## src/hws_pkg.sv

```systemverilog
// constants and types shared by both ends of the wake handshake
package hws_pkg;
   localparam int CLK_HZ = 100_000_000;
   localparam int MS_PER_S = 1000;
   localparam int US_PER_S = 1_000_000;
   localparam int WAKE_PULSE_LIMIT_MS = 12;
   localparam int ACK_LIMIT_MS = 15;
   localparam int OSC_START_US = 2000;
   localparam int WAKE_PULSE_LIMIT_CYC = WAKE_PULSE_LIMIT_MS * (CLK_HZ / MS_PER_S);
   localparam int ACK_LIMIT_CYC = ACK_LIMIT_MS * (CLK_HZ / MS_PER_S);
   localparam int OSC_START_CYC = OSC_START_US * (CLK_HZ / US_PER_S);
   localparam int CNT_W = 24;
   localparam logic [7:0] FRAME_PAD_BYTE = 8'h00;
   localparam logic LINE_IDLE = 1'b1;
   localparam logic LINE_ACTIVE = 1'b0;
   typedef enum logic [1:0] {
      HWS_MODE_NORMAL,
      HWS_MODE_VIRTUAL_CARD,
      HWS_MODE_LOW_BATTERY
   } hws_mode_e;
   typedef enum {
      HWS_DEV_AWAKE,
      HWS_DEV_SLEEP,
      HWS_DEV_SETTLE,
      HWS_DEV_WAIT_HOST,
      HWS_DEV_SEND
   } hws_dev_state_e;
   typedef enum {
      HWS_HOST_IDLE,
      HWS_HOST_WAKE_PULSE,
      HWS_HOST_WAKE_WAIT,
      HWS_HOST_ACK_LOW
   } hws_host_state_e;
endpackage

```

## src/hws_link_if.sv

```systemverilog
// handshake lines between device and host
`timescale 1ns/10ps
`default_nettype none
interface hws_link_if;
   logic device_to_host_request_n;
   logic host_request_n;
   logic host_request_wired;
   modport device (
      output device_to_host_request_n,
      input host_request_n,
      input host_request_wired
   );
   modport host (
      input device_to_host_request_n,
      output host_request_n,
      output host_request_wired
   );
endinterface
`default_nettype wire

```

## src/hws_device.sv

```systemverilog
// device end of the wake and target-activation handshake
// Notes on behaviour
// - host frames use single 0x00 pre/postamble
// - incoming serial data alone wakes device
// - host request forces wake before receive
// - drive request line except low-battery mode
// - after target-init ack, sleep without field
// - low-battery/card mode: sleep after ack, no field
// - cpu power-mode variable sleep value sleeps
// - low-battery: ignore lines, no module reports
// - host uses long preamble in low-battery; hws_host keeps the single 0x00 pad_byte in every mode
// - same behaviour with or without host request
// - host wake pulse at least oscillator start
// - serial wake uses long preamble form; hws_host keeps the single 0x00 pad_byte
// - no wake indication; wait oscillator start
// - wake on RF field or new command
// - ack target-init first, then sleep
// - activated target pulls request line low
// - host acknowledges with its request low
// - host falling edge: send response, release
// - host may sleep after exchange
// - unwired host line: 12 ms then send
// - ack each command within 15 ms
// - full duplex serial, up to 1.288 Mbaud
`timescale 1ns/10ps
`default_nettype none
module hws_device
   import hws_pkg::*;
#(
   parameter int WAKE_LIMIT = WAKE_PULSE_LIMIT_CYC,
   parameter int SETTLE = OSC_START_CYC,
   parameter int ACK_LIMIT = ACK_LIMIT_CYC
)
(
   input wire logic ref_clk,
   input wire logic rst_n,
   hws_link_if.device link,
   input wire logic rx_activity,
   input wire logic rf_field,
   input wire logic target_activated,
   input wire logic cmd_frame_done,
   input wire logic ack_sent,
   input wire logic cmd_target_init,
   input wire logic cmd_sam_config,
   input wire hws_mode_e sam_mode,
   input wire logic cpu_power_down_set,
   input wire logic module_event,
   input wire logic response_done,
   output logic asleep,
   output logic rx_ready,
   output logic send_response,
   output logic ack_due,
   output logic ack_overdue,
   output logic host_notify
);
   hws_dev_state_e state_r;
   hws_mode_e mode_r;
   logic req_fall;
   logic sleep_pending_r;
   logic [CNT_W-1:0] cnt_r;
   logic [CNT_W-1:0] ack_cnt_r;
   logic irq_r;
   logic low_bat;
   logic wake_req;
   hws_sync_edge u_sync (
      .ref_clk(ref_clk),
      .rst_n(rst_n),
      .async_in(link.host_request_n),
      .level(),
      .fall(req_fall)
   );
   assign low_bat = (mode_r == HWS_MODE_LOW_BATTERY);
   // host line ignored in low-battery mode
   assign wake_req = rx_activity | rf_field | (!low_bat && req_fall);
   always_ff @(posedge ref_clk or negedge rst_n) begin
      if (!rst_n) begin
         mode_r <= HWS_MODE_NORMAL;
      end else if (cmd_sam_config) begin
         mode_r <= sam_mode;
      end
   end
   always_ff @(posedge ref_clk or negedge rst_n) begin
      if (!rst_n) begin
         sleep_pending_r <= 1'b0;
      end else if (cmd_target_init || (cmd_sam_config && sam_mode != HWS_MODE_NORMAL)) begin
         sleep_pending_r <= 1'b1;
      end else if (ack_sent) begin
         sleep_pending_r <= 1'b0;
      end
   end
   always_ff @(posedge ref_clk or negedge rst_n) begin
      if (!rst_n) begin
         ack_cnt_r <= '0;
         ack_due <= 1'b0;
         ack_overdue <= 1'b0;
      end else if (cmd_frame_done) begin
         // a new command restarts the timer even when an ack leaves in the same cycle
         ack_due <= 1'b1;
         ack_overdue <= 1'b0;
         ack_cnt_r <= '0;
      end else if (ack_sent) begin
         ack_due <= 1'b0;
         ack_overdue <= 1'b0;
         ack_cnt_r <= '0;
      end else if (ack_due && ack_cnt_r != CNT_W'(ACK_LIMIT - 1)) begin
         ack_cnt_r <= ack_cnt_r + 1'b1;
      end else if (ack_due) begin
         ack_overdue <= 1'b1;
      end
   end
   always_ff @(posedge ref_clk or negedge rst_n) begin
      if (!rst_n) begin
         state_r <= HWS_DEV_AWAKE;
         cnt_r <= '0;
         irq_r <= LINE_IDLE;
         send_response <= 1'b0;
      end else begin
         send_response <= 1'b0;
         unique case (state_r)
            HWS_DEV_AWAKE: begin
               if (ack_sent && sleep_pending_r && !rf_field) begin
                  state_r <= HWS_DEV_SLEEP;
               end else if (cpu_power_down_set) begin
                  state_r <= HWS_DEV_SLEEP;
               end else if (!low_bat && (target_activated || module_event)) begin
                  state_r <= HWS_DEV_WAIT_HOST;
                  irq_r <= LINE_ACTIVE;
                  cnt_r <= '0;
               end
            end
            HWS_DEV_SLEEP: begin
               if (wake_req) begin
                  state_r <= HWS_DEV_SETTLE;
                  cnt_r <= '0;
               end
            end
            HWS_DEV_SETTLE: begin
               if (cnt_r == CNT_W'(SETTLE - 1)) begin
                  state_r <= HWS_DEV_AWAKE;
               end else begin
                  cnt_r <= cnt_r + 1'b1;
               end
            end
            HWS_DEV_WAIT_HOST: begin
               if ((link.host_request_wired && req_fall) ||
                   cnt_r == CNT_W'(WAKE_LIMIT - 1)) begin
                  state_r <= HWS_DEV_SEND;
                  send_response <= 1'b1;
                  irq_r <= LINE_IDLE;
               end else begin
                  cnt_r <= cnt_r + 1'b1;
               end
            end
            HWS_DEV_SEND: begin
               if (response_done) begin
                  state_r <= HWS_DEV_AWAKE;
               end
            end
         endcase
      end
   end
   assign link.device_to_host_request_n = irq_r;
   assign asleep = (state_r == HWS_DEV_SLEEP);
   assign rx_ready = (state_r != HWS_DEV_SLEEP) && (state_r != HWS_DEV_SETTLE);
   assign host_notify = (state_r == HWS_DEV_WAIT_HOST);
endmodule
`default_nettype wire

```

## src/hws_sync_edge.sv

```systemverilog
// two-flop synchroniser with falling-edge detect
`timescale 1ns/10ps
`default_nettype none
module hws_sync_edge
   import hws_pkg::*;
(
   input wire logic ref_clk,
   input wire logic rst_n,
   input wire logic async_in,
   output logic level,
   output logic fall
);
   logic meta_r;
   logic sync_r;
   logic last_r;
   always_ff @(posedge ref_clk or negedge rst_n) begin
      if (!rst_n) begin
         meta_r <= LINE_IDLE;
         sync_r <= LINE_IDLE;
         last_r <= LINE_IDLE;
      end else begin
         meta_r <= async_in;
         sync_r <= meta_r;
         last_r <= sync_r;
      end
   end
   assign level = sync_r;
   assign fall = last_r & ~sync_r;
endmodule
`default_nettype wire
```

## src/flat_wrapper.sv

```systemverilog
// flat-port wrapper written by rule: the top's interface ports become plain ports
module hws_device_flat import hws_pkg::*;
#(
   parameter int WAKE_LIMIT = WAKE_PULSE_LIMIT_CYC,
   parameter int SETTLE = OSC_START_CYC,
   parameter int ACK_LIMIT = ACK_LIMIT_CYC
)
  (ref_clk, rst_n, rx_activity, rf_field, target_activated, cmd_frame_done, ack_sent, cmd_target_init, cmd_sam_config, sam_mode, cpu_power_down_set, module_event, response_done, asleep, rx_ready, send_response, ack_due, ack_overdue, host_notify, link_device_to_host_request_n, link_host_request_n, link_host_request_wired);
  hws_link_if link_i ();
  input wire logic ref_clk;
  input wire logic rst_n;
  input wire logic rx_activity;
  input wire logic rf_field;
  input wire logic target_activated;
  input wire logic cmd_frame_done;
  input wire logic ack_sent;
  input wire logic cmd_target_init;
  input wire logic cmd_sam_config;
  input wire hws_mode_e sam_mode;
  input wire logic cpu_power_down_set;
  input wire logic module_event;
  input wire logic response_done;
  output logic asleep;
  output logic rx_ready;
  output logic send_response;
  output logic ack_due;
  output logic ack_overdue;
  output logic host_notify;
  output wire logic [$bits(link_i.device_to_host_request_n)-1:0] link_device_to_host_request_n;
  input wire logic [$bits(link_i.host_request_n)-1:0] link_host_request_n;
  input wire logic [$bits(link_i.host_request_wired)-1:0] link_host_request_wired;
  assign link_device_to_host_request_n = link_i.device_to_host_request_n;
  assign link_i.host_request_n = link_host_request_n;
  assign link_i.host_request_wired = link_host_request_wired;
  hws_device #(.WAKE_LIMIT(WAKE_LIMIT), .SETTLE(SETTLE), .ACK_LIMIT(ACK_LIMIT)) u_core (.ref_clk(ref_clk), .rst_n(rst_n), .link(link_i), .rx_activity(rx_activity), .rf_field(rf_field), .target_activated(target_activated), .cmd_frame_done(cmd_frame_done), .ack_sent(ack_sent), .cmd_target_init(cmd_target_init), .cmd_sam_config(cmd_sam_config), .sam_mode(sam_mode), .cpu_power_down_set(cpu_power_down_set), .module_event(module_event), .response_done(response_done), .asleep(asleep), .rx_ready(rx_ready), .send_response(send_response), .ack_due(ack_due), .ack_overdue(ack_overdue), .host_notify(host_notify));
endmodule
```

## config.mk

```make
export PLATFORM = sky130hd
export DESIGN_NAME = hws_device_flat
export DESIGN_NICKNAME = d
export VERILOG_FILES = /design/src/hws_pkg.sv /design/src/hws_link_if.sv /design/src/hws_device.sv /design/src/hws_sync_edge.sv /design/src/flat_wrapper.sv
export SDC_FILE = /design/constraint.sdc
export NUM_CORES = 1
export LEC_CHECK = 0
export BUFFER_PORTS_ARGS = -buffer_cell sky130_fd_sc_hd__buf_4
export CAP_MARGIN = 10
export CORE_MARGIN = 5
export CORE_UTILIZATION = 30
export CTS_BUF_LIST = sky130_fd_sc_hd__clkbuf_16
export DETAILED_ROUTE_END_ITERATION = 7
export RECOVER_POWER = 100
export SLEW_MARGIN = 20
export SYNTH_ARGS = -nofsm -noshare
export SYNTH_HDL_FRONTEND = slang
export SYNTH_SLANG_ARGS = --single-unit
export TNS_END_PERCENT = 50
```

## constraint.sdc

```tcl
create_clock -name ref_clk -period 3.13 [get_ports ref_clk]
set_clock_uncertainty 0.05 [all_clocks]
set_input_delay 0.313 -clock ref_clk [delete_from_list [all_inputs] [get_ports ref_clk]]
set_output_delay 0.313 -clock ref_clk [all_outputs]
set_load 0.01 [all_outputs]
```

==> results.md, run 1 <==
- H-tree depth: 3
- RR Startpoint: u_core.cnt_r[0]$_DFFE_PN0P_
- Antenna violations before repair: 0
- Critical path, cell by cell: ha_1, nor4b_2, nand4_2, nor4_1, a211o_1, nor3_1, o22a_1
- Crit Path Class: reg -> reg
- Crit path max fanout: 12
- Aggregate global routing overflow: 0
- PD cells: between 600 and 700 nW/µm²
- Worst setup slack for register-to-register paths: about 0.52 ns
- Nets in the synthesized netlist: between 300 and 400
- Run status: complete, but fails checks
- Critical hold path startpoint: link_host_request_n
- Total count of max-transition violations in the final report: 62
- Worst-path clk slew: approximately 0.05 ns
- Crit path largest cell delay: between 0.4 and 0.5 ns
- Number of rows in the core area: 38
- Endpoints failing setup: 0
- Wirelength, routed: between 7000 and 8000 µm
- Number of vias in the routed layout: approximately 2800
- Wire length of the first global-routing pass: roughly 13000 µm
- Transition time of the tightest slew-check pin: ~1.6 ns
- TritonCTS clock tree: built
- Critical path capture point type: register
- Number of global-route vias before repair: between 2000 and 3000
- Register bit total from synthesis: a little over 60
- N_diodes: 0
- Highest achievable clock rate: 383 MHz
- Post-Route Utilization: 0.358
- Final layout net count: around 400
- Number of enable-type register cells in the synthesized netlist: 0
- Share of synthesized flip-flops with an asynchronous set or reset: 1.00
- Full die area: roughly 13000 µm²
- Peak supply drop: between 300 and 400 µV
- Failing checks: max-capacitance violations, max-slew violations
- Synth unique cells: a little under 60
- Total negative setup slack: 0 ns
- CTS sink cnt: a little over 60
- Clock Tree Root: sky130_fd_sc_hd__clkbuf_16
- Detailed router's first-iteration violation count: between 100 and 150
- Later-pin clock latency in the skew report: approximately 0.33 ns
- Hold/Removal Path Class: in -> reg
- Period utilisation layout: 0.834
- Minimum period implied by the final worst setup slack: between 2 and 3 ns
- Num CTS Buffers: 9
- Area taken by multi-input logic gates: around 1600 µm²
- Unrepaired setup endpoints after global routing: false
- Seq. cell area: between 1500 and 2000 µm²
- Number of endpoints with negative hold slack in the final report: 0
- Sum of internal, switching and leakage power: between 0.002 and 0.003 W
- Non-filler cells, final: roughly 530
- Static power due to leakage: around 1.6 nW
- Number of cells on the worst hold path: 1
- Pin count of the biggest net entering global routing: 62
- Terminus of the critical flop-to-flop path: u_core.cnt_r[13]$_DFFE_PN0P_
- Fraction of the yosys area taken by sequential cells: 0.463
- Synth-to-layout area growth: 17.3%
- Area contributors post-synth: sky130_fd_sc_hd__dfrtp_1 (43%), sky130_fd_sc_hd__o21ai_0 (5.9%), sky130_fd_sc_hd__nor2_1 (5.4%), sky130_fd_sc_hd__nand3_1 (3.5%), sky130_fd_sc_hd__nand2_1 (3.3%)
- Total of max-cap violations: 1
- Cell count after synthesis: 366
- DRC errors left: 0
- Worst rel slew slack: -0.0358
- Required time reported for the critical path endpoint: ~3.3 ns
- Vias per cell: about 5.2
- Number of I/O port buffers: 22
- Height of the chip: roughly 120 µm
- IO Count: 23
- Number of buffers on the longest clock path: 2
- Average footprint of a synthesized cell: roughly 9.0 µm²
- RePlAce Congestion: between 0.8 and 0.9
- Core area: ~11000 µm²
- Slowest cell on the critical path: sky130_fd_sc_hd__a211o_1
- HPWL reported at the end of detailed placement: between 5000 and 6000 µm
- Post-CTS Hold Buffers: 0
- Fraction of layout cells with a size suffix above 1: 0.107
- Data arrival time of the critical path: between 2 and 3 ns
- Antenna-violating nets left: 0
- Number of buffers inserted to repair setup after CTS: 0
- Count of cells resized by post-cts repair: 0
- Type of element launching the critical path: register
- Main synth FF type: sky130_fd_sc_hd__dfrtp_1
- Routed wirelength normalized by instance count: around 14 µm
- Number of cells in the design after placement: 517
- Number of filler cells placed in the layout: roughly 1100
- Global-route total usage across every layer: 0.126
- Warning count from the yosys run: 0
- Post-synthesis cell type with the largest combined area: sky130_fd_sc_hd__dfrtp_1
- Initial Util: 0.305
- Share of Yosys cell area claimed by the top area cell type: 0.431
- Post-Syn Area: 3310 µm²
- Cell depth of the worst flop-to-flop path: 7
- Detailed Routing Iterations Pass 1: 5
- Sink of the worst hold path: u_core.u_sync.meta_r$_DFF_PN1_
- Die Width: approximately 120 µm
## layout make-up
cell class,count,share of cell area
multi-input combinational,278,0.421
sequential,61,0.395
clock buffer,9,0.0580
tap,140,0.0451
timing repair buffer,27,0.0432
clock inverter,7,0.0271
inverter,11,0.0106
## placed cells by master, fill, tap and decap left out, types with 9 or more instances in the layout
cell type / count
sky130_fd_sc_hd__a21oi_1: 19
sky130_fd_sc_hd__and3_1: 11
sky130_fd_sc_hd__buf_4: 16
sky130_fd_sc_hd__clkbuf_16: 9
sky130_fd_sc_hd__dfrtp_1: 57
sky130_fd_sc_hd__inv_1: 12
sky130_fd_sc_hd__nand2_1: 29
sky130_fd_sc_hd__nand3_1: 23
sky130_fd_sc_hd__nand4_1: 9
sky130_fd_sc_hd__nor2_1: 48
sky130_fd_sc_hd__o21ai_0: 39
sky130_fd_sc_hd__xnor2_1: 10
## layer usage
layer	up-vias	GRT usage	routed length, µm
met2	71	0.197	3560
met4	0	0.0391	68
met3	8	0.0411	374
met1	1337	0.167	3580
li1	1375	-	-
met5	-	0	0
## flip-flops by register name, indices dropped and copies added (netlist names)
register,flops
u_core.link.device_to_host_request_n,1
u_core.u_sync.meta_r,1
u_core.sleep_pending_r,1
u_core.cnt_r,24
u_core.state_r,3
u_core.mode_r,2
u_core.ack_cnt_r,24
u_core.u_sync.level,1
u_core.u_sync.last_r,1
u_core.ack_due,1
u_core.send_response,1
u_core.ack_overdue,1
## critical path, delay by kind of cell, from the launching register on
kind / cells / cell delay (ns)
AO/OA/AOI/OAI: 2 / 0.70
flip-flops: 1 / 0.38
AND/OR/NAND/NOR: 4 / 1.06
adder cells (fa/ha/maj): 1 / 0.29
## per-stage QoR
stage | cell area (µm²) | hold slack (ns) | worst slack (ns)
global placement | 3610 | 0.298 | 0.706
global route | 3880 | 0.0362 | 0.261
finish | 3880 | 0.0424 | 0.520
detailed placement | 3610 | 0.299 | 0.651
CTS | 3940 | 0.0279 | 0.606
floorplan | 3310 | -0.0326 | 1.11
## worst max-delay path by stage
stage                                        from                            to  cells after the start
finish                u_core.cnt_r[0]$_DFFE_PN0P_  u_core.cnt_r[13]$_DFFE_PN0P_                      7
global route        u_core.state_r[2]$_DFFE_PN0P_  u_core.cnt_r[17]$_DFFE_PN0P_                      8
CTS                   u_core.cnt_r[0]$_DFFE_PN0P_  u_core.cnt_r[13]$_DFFE_PN0P_                      7
detailed placement    u_core.cnt_r[0]$_DFFE_PN0P_  u_core.cnt_r[13]$_DFFE_PN0P_                      7
global placement      u_core.cnt_r[0]$_DFFE_PN0P_  u_core.cnt_r[13]$_DFFE_PN0P_                      7
floorplan             u_core.cnt_r[0]$_DFFE_PN0P_  u_core.cnt_r[18]$_DFFE_PN0P_                      8
## power by group
group	switching, W	internal (W)	leakage (nW)
Sequential	0.0000677	0.000847	0.815
Clock	0.000337	0.000765	0.163
Combinational	0.000348	0.000183	0.611
Total	0.000753	0.00180	1.59
## Yosys cell counts (3+ instances only)
cell	number
sky130_fd_sc_hd__nand4_1	9
sky130_fd_sc_hd__nor3_1	6
sky130_fd_sc_hd__nand3_1	23
sky130_fd_sc_hd__xor2_1	8
sky130_fd_sc_hd__o21ai_0	39
sky130_fd_sc_hd__a21oi_1	18
sky130_fd_sc_hd__nand2_1	29
sky130_fd_sc_hd__o31ai_1	7
sky130_fd_sc_hd__xnor2_1	10
sky130_fd_sc_hd__dfstp_2	4
sky130_fd_sc_hd__nor2_1	48
sky130_fd_sc_hd__dfrtp_1	57
sky130_fd_sc_hd__and2_1	3
sky130_fd_sc_hd__inv_1	11
sky130_fd_sc_hd__a31oi_1	4
sky130_fd_sc_hd__and3_1	11
sky130_fd_sc_hd__or3_1	6
sky130_fd_sc_hd__and4_1	6
sky130_fd_sc_hd__clkbuf_1	11
sky130_fd_sc_hd__nand2b_1	4
## cell families after synthesis
group | share of synthesized area
XOR/XNOR | 0.0476
buffers and inverters | 0.0371
AO/OA/AOI/OAI | 0.172
AND/OR/NAND/NOR | 0.263
adder cells (fa/ha/maj) | 0.00756
multiplexers | 0.00983
flip-flops | 0.463
Note: power is estimated with default switching activity, not from simulation.
==> run 2, diff against run 1 <==
--- a/config.mk
+++ b/config.mk
@@ -5,6 +5,7 @@
 export SDC_FILE = /design/constraint.sdc
 export NUM_CORES = 1
 export LEC_CHECK = 0
+export ABC_AREA = 1
 export BUFFER_PORTS_ARGS = -buffer_cell sky130_fd_sc_hd__buf_4
 export CAP_MARGIN = 10
 export CORE_MARGIN = 5
==> constraint.sdc (replaced) <==
create_clock -name ref_clk -period 2.5 [get_ports ref_clk]
set_clock_uncertainty 0.05 [all_clocks]
set_input_delay 0.25 -clock ref_clk [delete_from_list [all_inputs] [get_ports ref_clk]]
set_output_delay 0.25 -clock ref_clk [all_outputs]
set_load 0.01 [all_outputs]
==> run 2 against run 1 <==
- the run still ends with max-capacitance violations, max-slew violations left
- clock power is 18% higher
- sequential share of layout area shrank 7.2 points
- non-clock buffer count decreased by 1
- wire length grew 32%
- utilization fell by 1.2 points
- critical path type unchanged
- largest power group unchanged
==> results.md, run 2 <==
- Clock power share: 0.420 (-0.013)
- Warning count from the yosys run: 0 (unchanged)
- Height of the chip: 128 µm (+11%)
- Static power due to leakage: 2.23 nW (+40%)
- Pin count of the biggest net entering global routing: 62 (unchanged)
- Nets in the synthesized netlist: 664 (+73%)
- Synth unique cells: 36 (-38%)
- Number of vias in the routed layout: 3933 (+41%)
- Core area: 13700 µm² (+27%)
- Worst rel slew slack: -0.0398 (-0.00393)
- Detailed Routing Iterations Pass 1: 5 (unchanged)
- Total count of max-transition violations in the final report: 62 (unchanged)
- Detailed router's first-iteration violation count: 262 (+82%)
- Minimum period implied by the final worst setup slack: 2.10 ns (-0.509 ns)
- Unrepaired setup endpoints after global routing: false
- Relative contribution of sequential cells to total power: 0.360 (about the same)
- Final layout net count: 691 (+70%)
- HPWL reported at the end of detailed placement: 7230 µm (+41%)
- Vias per cell: 4.58 (-12%)
- Main synth FF type: sky130_fd_sc_hd__dfrtp_1
- CTS sink cnt: 61 (unchanged)
- Post-Syn Area: 4160 µm² (+26%)
- Number of cells in the design after placement: 840 (+62%)
- Synth-to-layout area growth: 14.3%
- Net Sw Frac: 0.317 (+0.0218)
- Endpoints failing setup: 0 (unchanged)
- Crit Path Class: reg -> reg
- Later-pin clock latency in the skew report: 0.33 ns (about the same)
- Fraction of the yosys area taken by sequential cells: 0.368 (-0.0943)
- N_diodes: 0 (unchanged)
- Most common cell after layout, fill and taps aside: sky130_fd_sc_hd__nand2_1
- Wirelength, routed: 9990 µm (+32%)
- Slowest cell on the critical path: sky130_fd_sc_hd__dfrtp_1
- DRC errors left: 0 (unchanged)
- Routed wirelength normalized by instance count: 11.6 µm (-18%)
- Highest achievable clock rate: 476 MHz (+24%)
- Required time reported for the critical path endpoint: 2.65 ns (-0.64 ns)
- Non-filler cells, final: 858 (+61%)
- Crit-path most repeated cell: sky130_fd_sc_hd__nand2_1
- Critical path, cell by cell: ha_1, nand2_1, inv_1, nand2_1, nor2_1, nand3_4, nand2_4, nand2_1, inv_2, o21ai_0
- TritonCTS clock tree: built
- Worst setup slack for register-to-register paths: 0.40 ns (-0.12 ns)
- Num CTS Buffers: 9 (unchanged)
- Internal power consumption: 0.00212 W (+18%)
- Run status: complete, but fails checks
- Clock Tree Root: sky130_fd_sc_hd__clkbuf_16
- Power spent charging and discharging nets: 0.000984 W (+31%)
- PD cells: 652 nW/µm² (-0.64%)
- Dominant cell by count in the synthesized netlist: sky130_fd_sc_hd__nand2_1
- Worst-path clk slew: 0.05 ns (about the same)
- Area contributors post-synth: sky130_fd_sc_hd__dfrtp_1 (34%), sky130_fd_sc_hd__nand2_1 (20%), sky130_fd_sc_hd__nor2_1 (12%), sky130_fd_sc_hd__nand3_1 (6.5%), sky130_fd_sc_hd__inv_1 (5.9%)
- Combinational group share of total power: 0.220 (+0.011)
- Number of buffers on the longest clock path: 2 (unchanged)
- RePlAce Congestion: 0.839 (+1.7%)
- Critical path capture point type: register
- Register bit total from synthesis: 61 (unchanged)
- Registers with the most flip-flops: u_core.ack_cnt_r x24, u_core.cnt_r x24, u_core.state_r x3
- Global-route total usage across every layer: 0.131 (+0.00497)
- Failing checks: max-capacitance violations, max-slew violations
- Die Width: 128 µm (+11%)
- Total of max-cap violations: 1 (unchanged)
- Initial Util: 0.303 (-0.00232)
- Peak supply drop: 667 µV (+79%)
- Number of endpoints with negative hold slack in the final report: 0 (unchanged)
- Number of enable-type register cells in the synthesized netlist: 0 (unchanged)
- Post-synthesis cell type with the largest combined area: sky130_fd_sc_hd__dfrtp_1
- Total negative setup slack: 0 ns (unchanged)
- Cell count after synthesis: 646 (+77%)
- Critical hold path startpoint: cmd_sam_config
- Type of element launching the critical path: register
- Antenna violations before repair: 0 (unchanged)
- Transition time of the tightest slew-check pin: 1.56 ns (+0.00589 ns)
- Number of rows in the core area: 43 (+13%)
- Data arrival time of the critical path: 2.25 ns (-0.52 ns)
- Crit path max fanout: 16 (+4)
- Aggregate global routing overflow: 0 (unchanged)
- RR Startpoint: u_core.ack_cnt_r[0]$_DFFE_PN0P_
- Share of synthesized flip-flops with an asynchronous set or reset: 1.00 (unchanged)
- IO Count: 23 (unchanged)
- Crit path largest cell delay: 0.39 ns (-0.10 ns)
- Most used standard cells in the synthesized netlist: sky130_fd_sc_hd__nand2_1 (217), sky130_fd_sc_hd__nor2_1 (135), sky130_fd_sc_hd__inv_1 (65)
- Period utilisation layout: 0.841 (+0.00667)
- Full die area: 16300 µm² (+23%)
- Antenna-violating nets left: 0 (unchanged)
- Hold/Removal Path Class: in -> reg
- Number of I/O port buffers: 22 (unchanged)
- Wire length of the first global-routing pass: 17700 µm (+32%)
- H-tree depth: 3 (unchanged)
- Share of Yosys cell area claimed by the top area cell type: 0.343 (-0.0878)
- Critical path startpoint: u_core.ack_cnt_r[0]$_DFFE_PN0P_
- Average footprint of a synthesized cell: 6.43 µm² (-29%)
- Number of global-route vias before repair: 3733 (+34%)
- Most frequent cells in the layout: sky130_fd_sc_hd__nand2_1 (224), sky130_fd_sc_hd__nor2_1 (137), sky130_fd_sc_hd__inv_1 (68)
- Fraction of layout cells with a size suffix above 1: 0.0826 (-0.0243)
## run 2: cell count changes in the layout (fill, tap and decap cells not counted), sizes merged, moves of 7 or more
cell / previous run / this run
xnor2: 10 / 0
inv: 12 / 72
and3: 11 / 0
o31ai: 7 / 0
nand2: 29 / 234
nor2: 48 / 138
nand3: 23 / 56
a21oi: 20 / 5
o21ai: 39 / 16
## run 2: final timing paths
path / endpoint / depth (start not counted)
worst max-delay path: u_core.ack_cnt_r[16]$_DFFE_PN0P_ / 10
worst min-delay path: u_core.mode_r[0]$_DFFE_PN0P_ / 2
worst max register to register: u_core.ack_cnt_r[16]$_DFFE_PN0P_ / 10
worst min register to register: u_core.u_sync.level$_DFF_PN1_ / 0
max in group asynchronous: u_core.cnt_r[20]$_DFFE_PN0P_ / 2
min in group asynchronous: u_core.ack_overdue$_DFFE_PN0P_ / 2
## run 2: logic make-up (layout without fill, tap and decap cells)
| group | Yosys count | count (layout) | share of synthesized area |
|---|---|---|---|
| compound gates | 30 | 30 | 0.0412 |
| xor+xnor | 10 | 10 | 0.0211 |
| fa+ha+maj | 2 | 2 | 0.00602 |
| buf+inv | 80 | 112 | 0.0813 |
| flops | 61 | 61 | 0.368 |
| simple gates | 463 | 463 | 0.482 |
## run 2: timing repair
item                      in CTS  in global routing
hold buffers                   2                  0
hold endpoints to repair      22                  0
gates resized for setup        0                  0
buffers inserted               0                  0
## run 2: layout make-up
cell class / instances / area, µm²
Clock buffer: 9 / 225
Timing Repair Buffer: 26 / 183
Fill cell: 1517 / 8970
Clock inverter: 7 / 82.6
Multi-Input combinational cell: 505 / 2240
Tap cell: 180 / 225
Sequential cell: 61 / 1530
Inverter: 70 / 265
## run 2: power groups by stage
stage | Combinational, W | Sequential (W) | Clock, W
CTS | 0.000743 | 0.00112 | 0.00134
global placement | 0.000740 | 0.00114 | 0
finish | 0.000682 | 0.00112 | 0.00130
floorplan | 0.000583 | 0.00113 | 0
global route | 0.000785 | 0.00113 | 0.00137
detailed placement | 0.000739 | 0.00114 | 0
## run 2: stage by stage
step	hold WS (ns)	instance area, µm²	setup WS, ns	util	power (W)
floorplan	-0.0956	4160	0.822	-	0.00171
CTS	0.0669	4820	0.381	0.351	0.00320
global placement	0.303	4490	0.502	0.327	0.00188
global route	0.0903	4750	0.159	0.346	0.00329
detailed placement	0.302	4490	0.438	0.327	0.00188
finish	0.0791	4750	0.399	0.346	0.00310
## run 2: routing by layer
layer  GRT usage  vias to the layer above  wire length [µm]
met4      0.0487                        0               138
met2       0.204                       61              4470
met3      0.0221                        8               295
met1       0.183                     1787              5090
met5           0                        -                 0
li1            -                     2077                 -
## run 2: worst max-delay path, delay by kind of cell (launching register included)
family          cells  cell delay (ns)
compound gates      1             0.11
fa+ha+maj           1             0.24
buf+inv             2             0.26
flops               1             0.39
simple gates        6             0.91
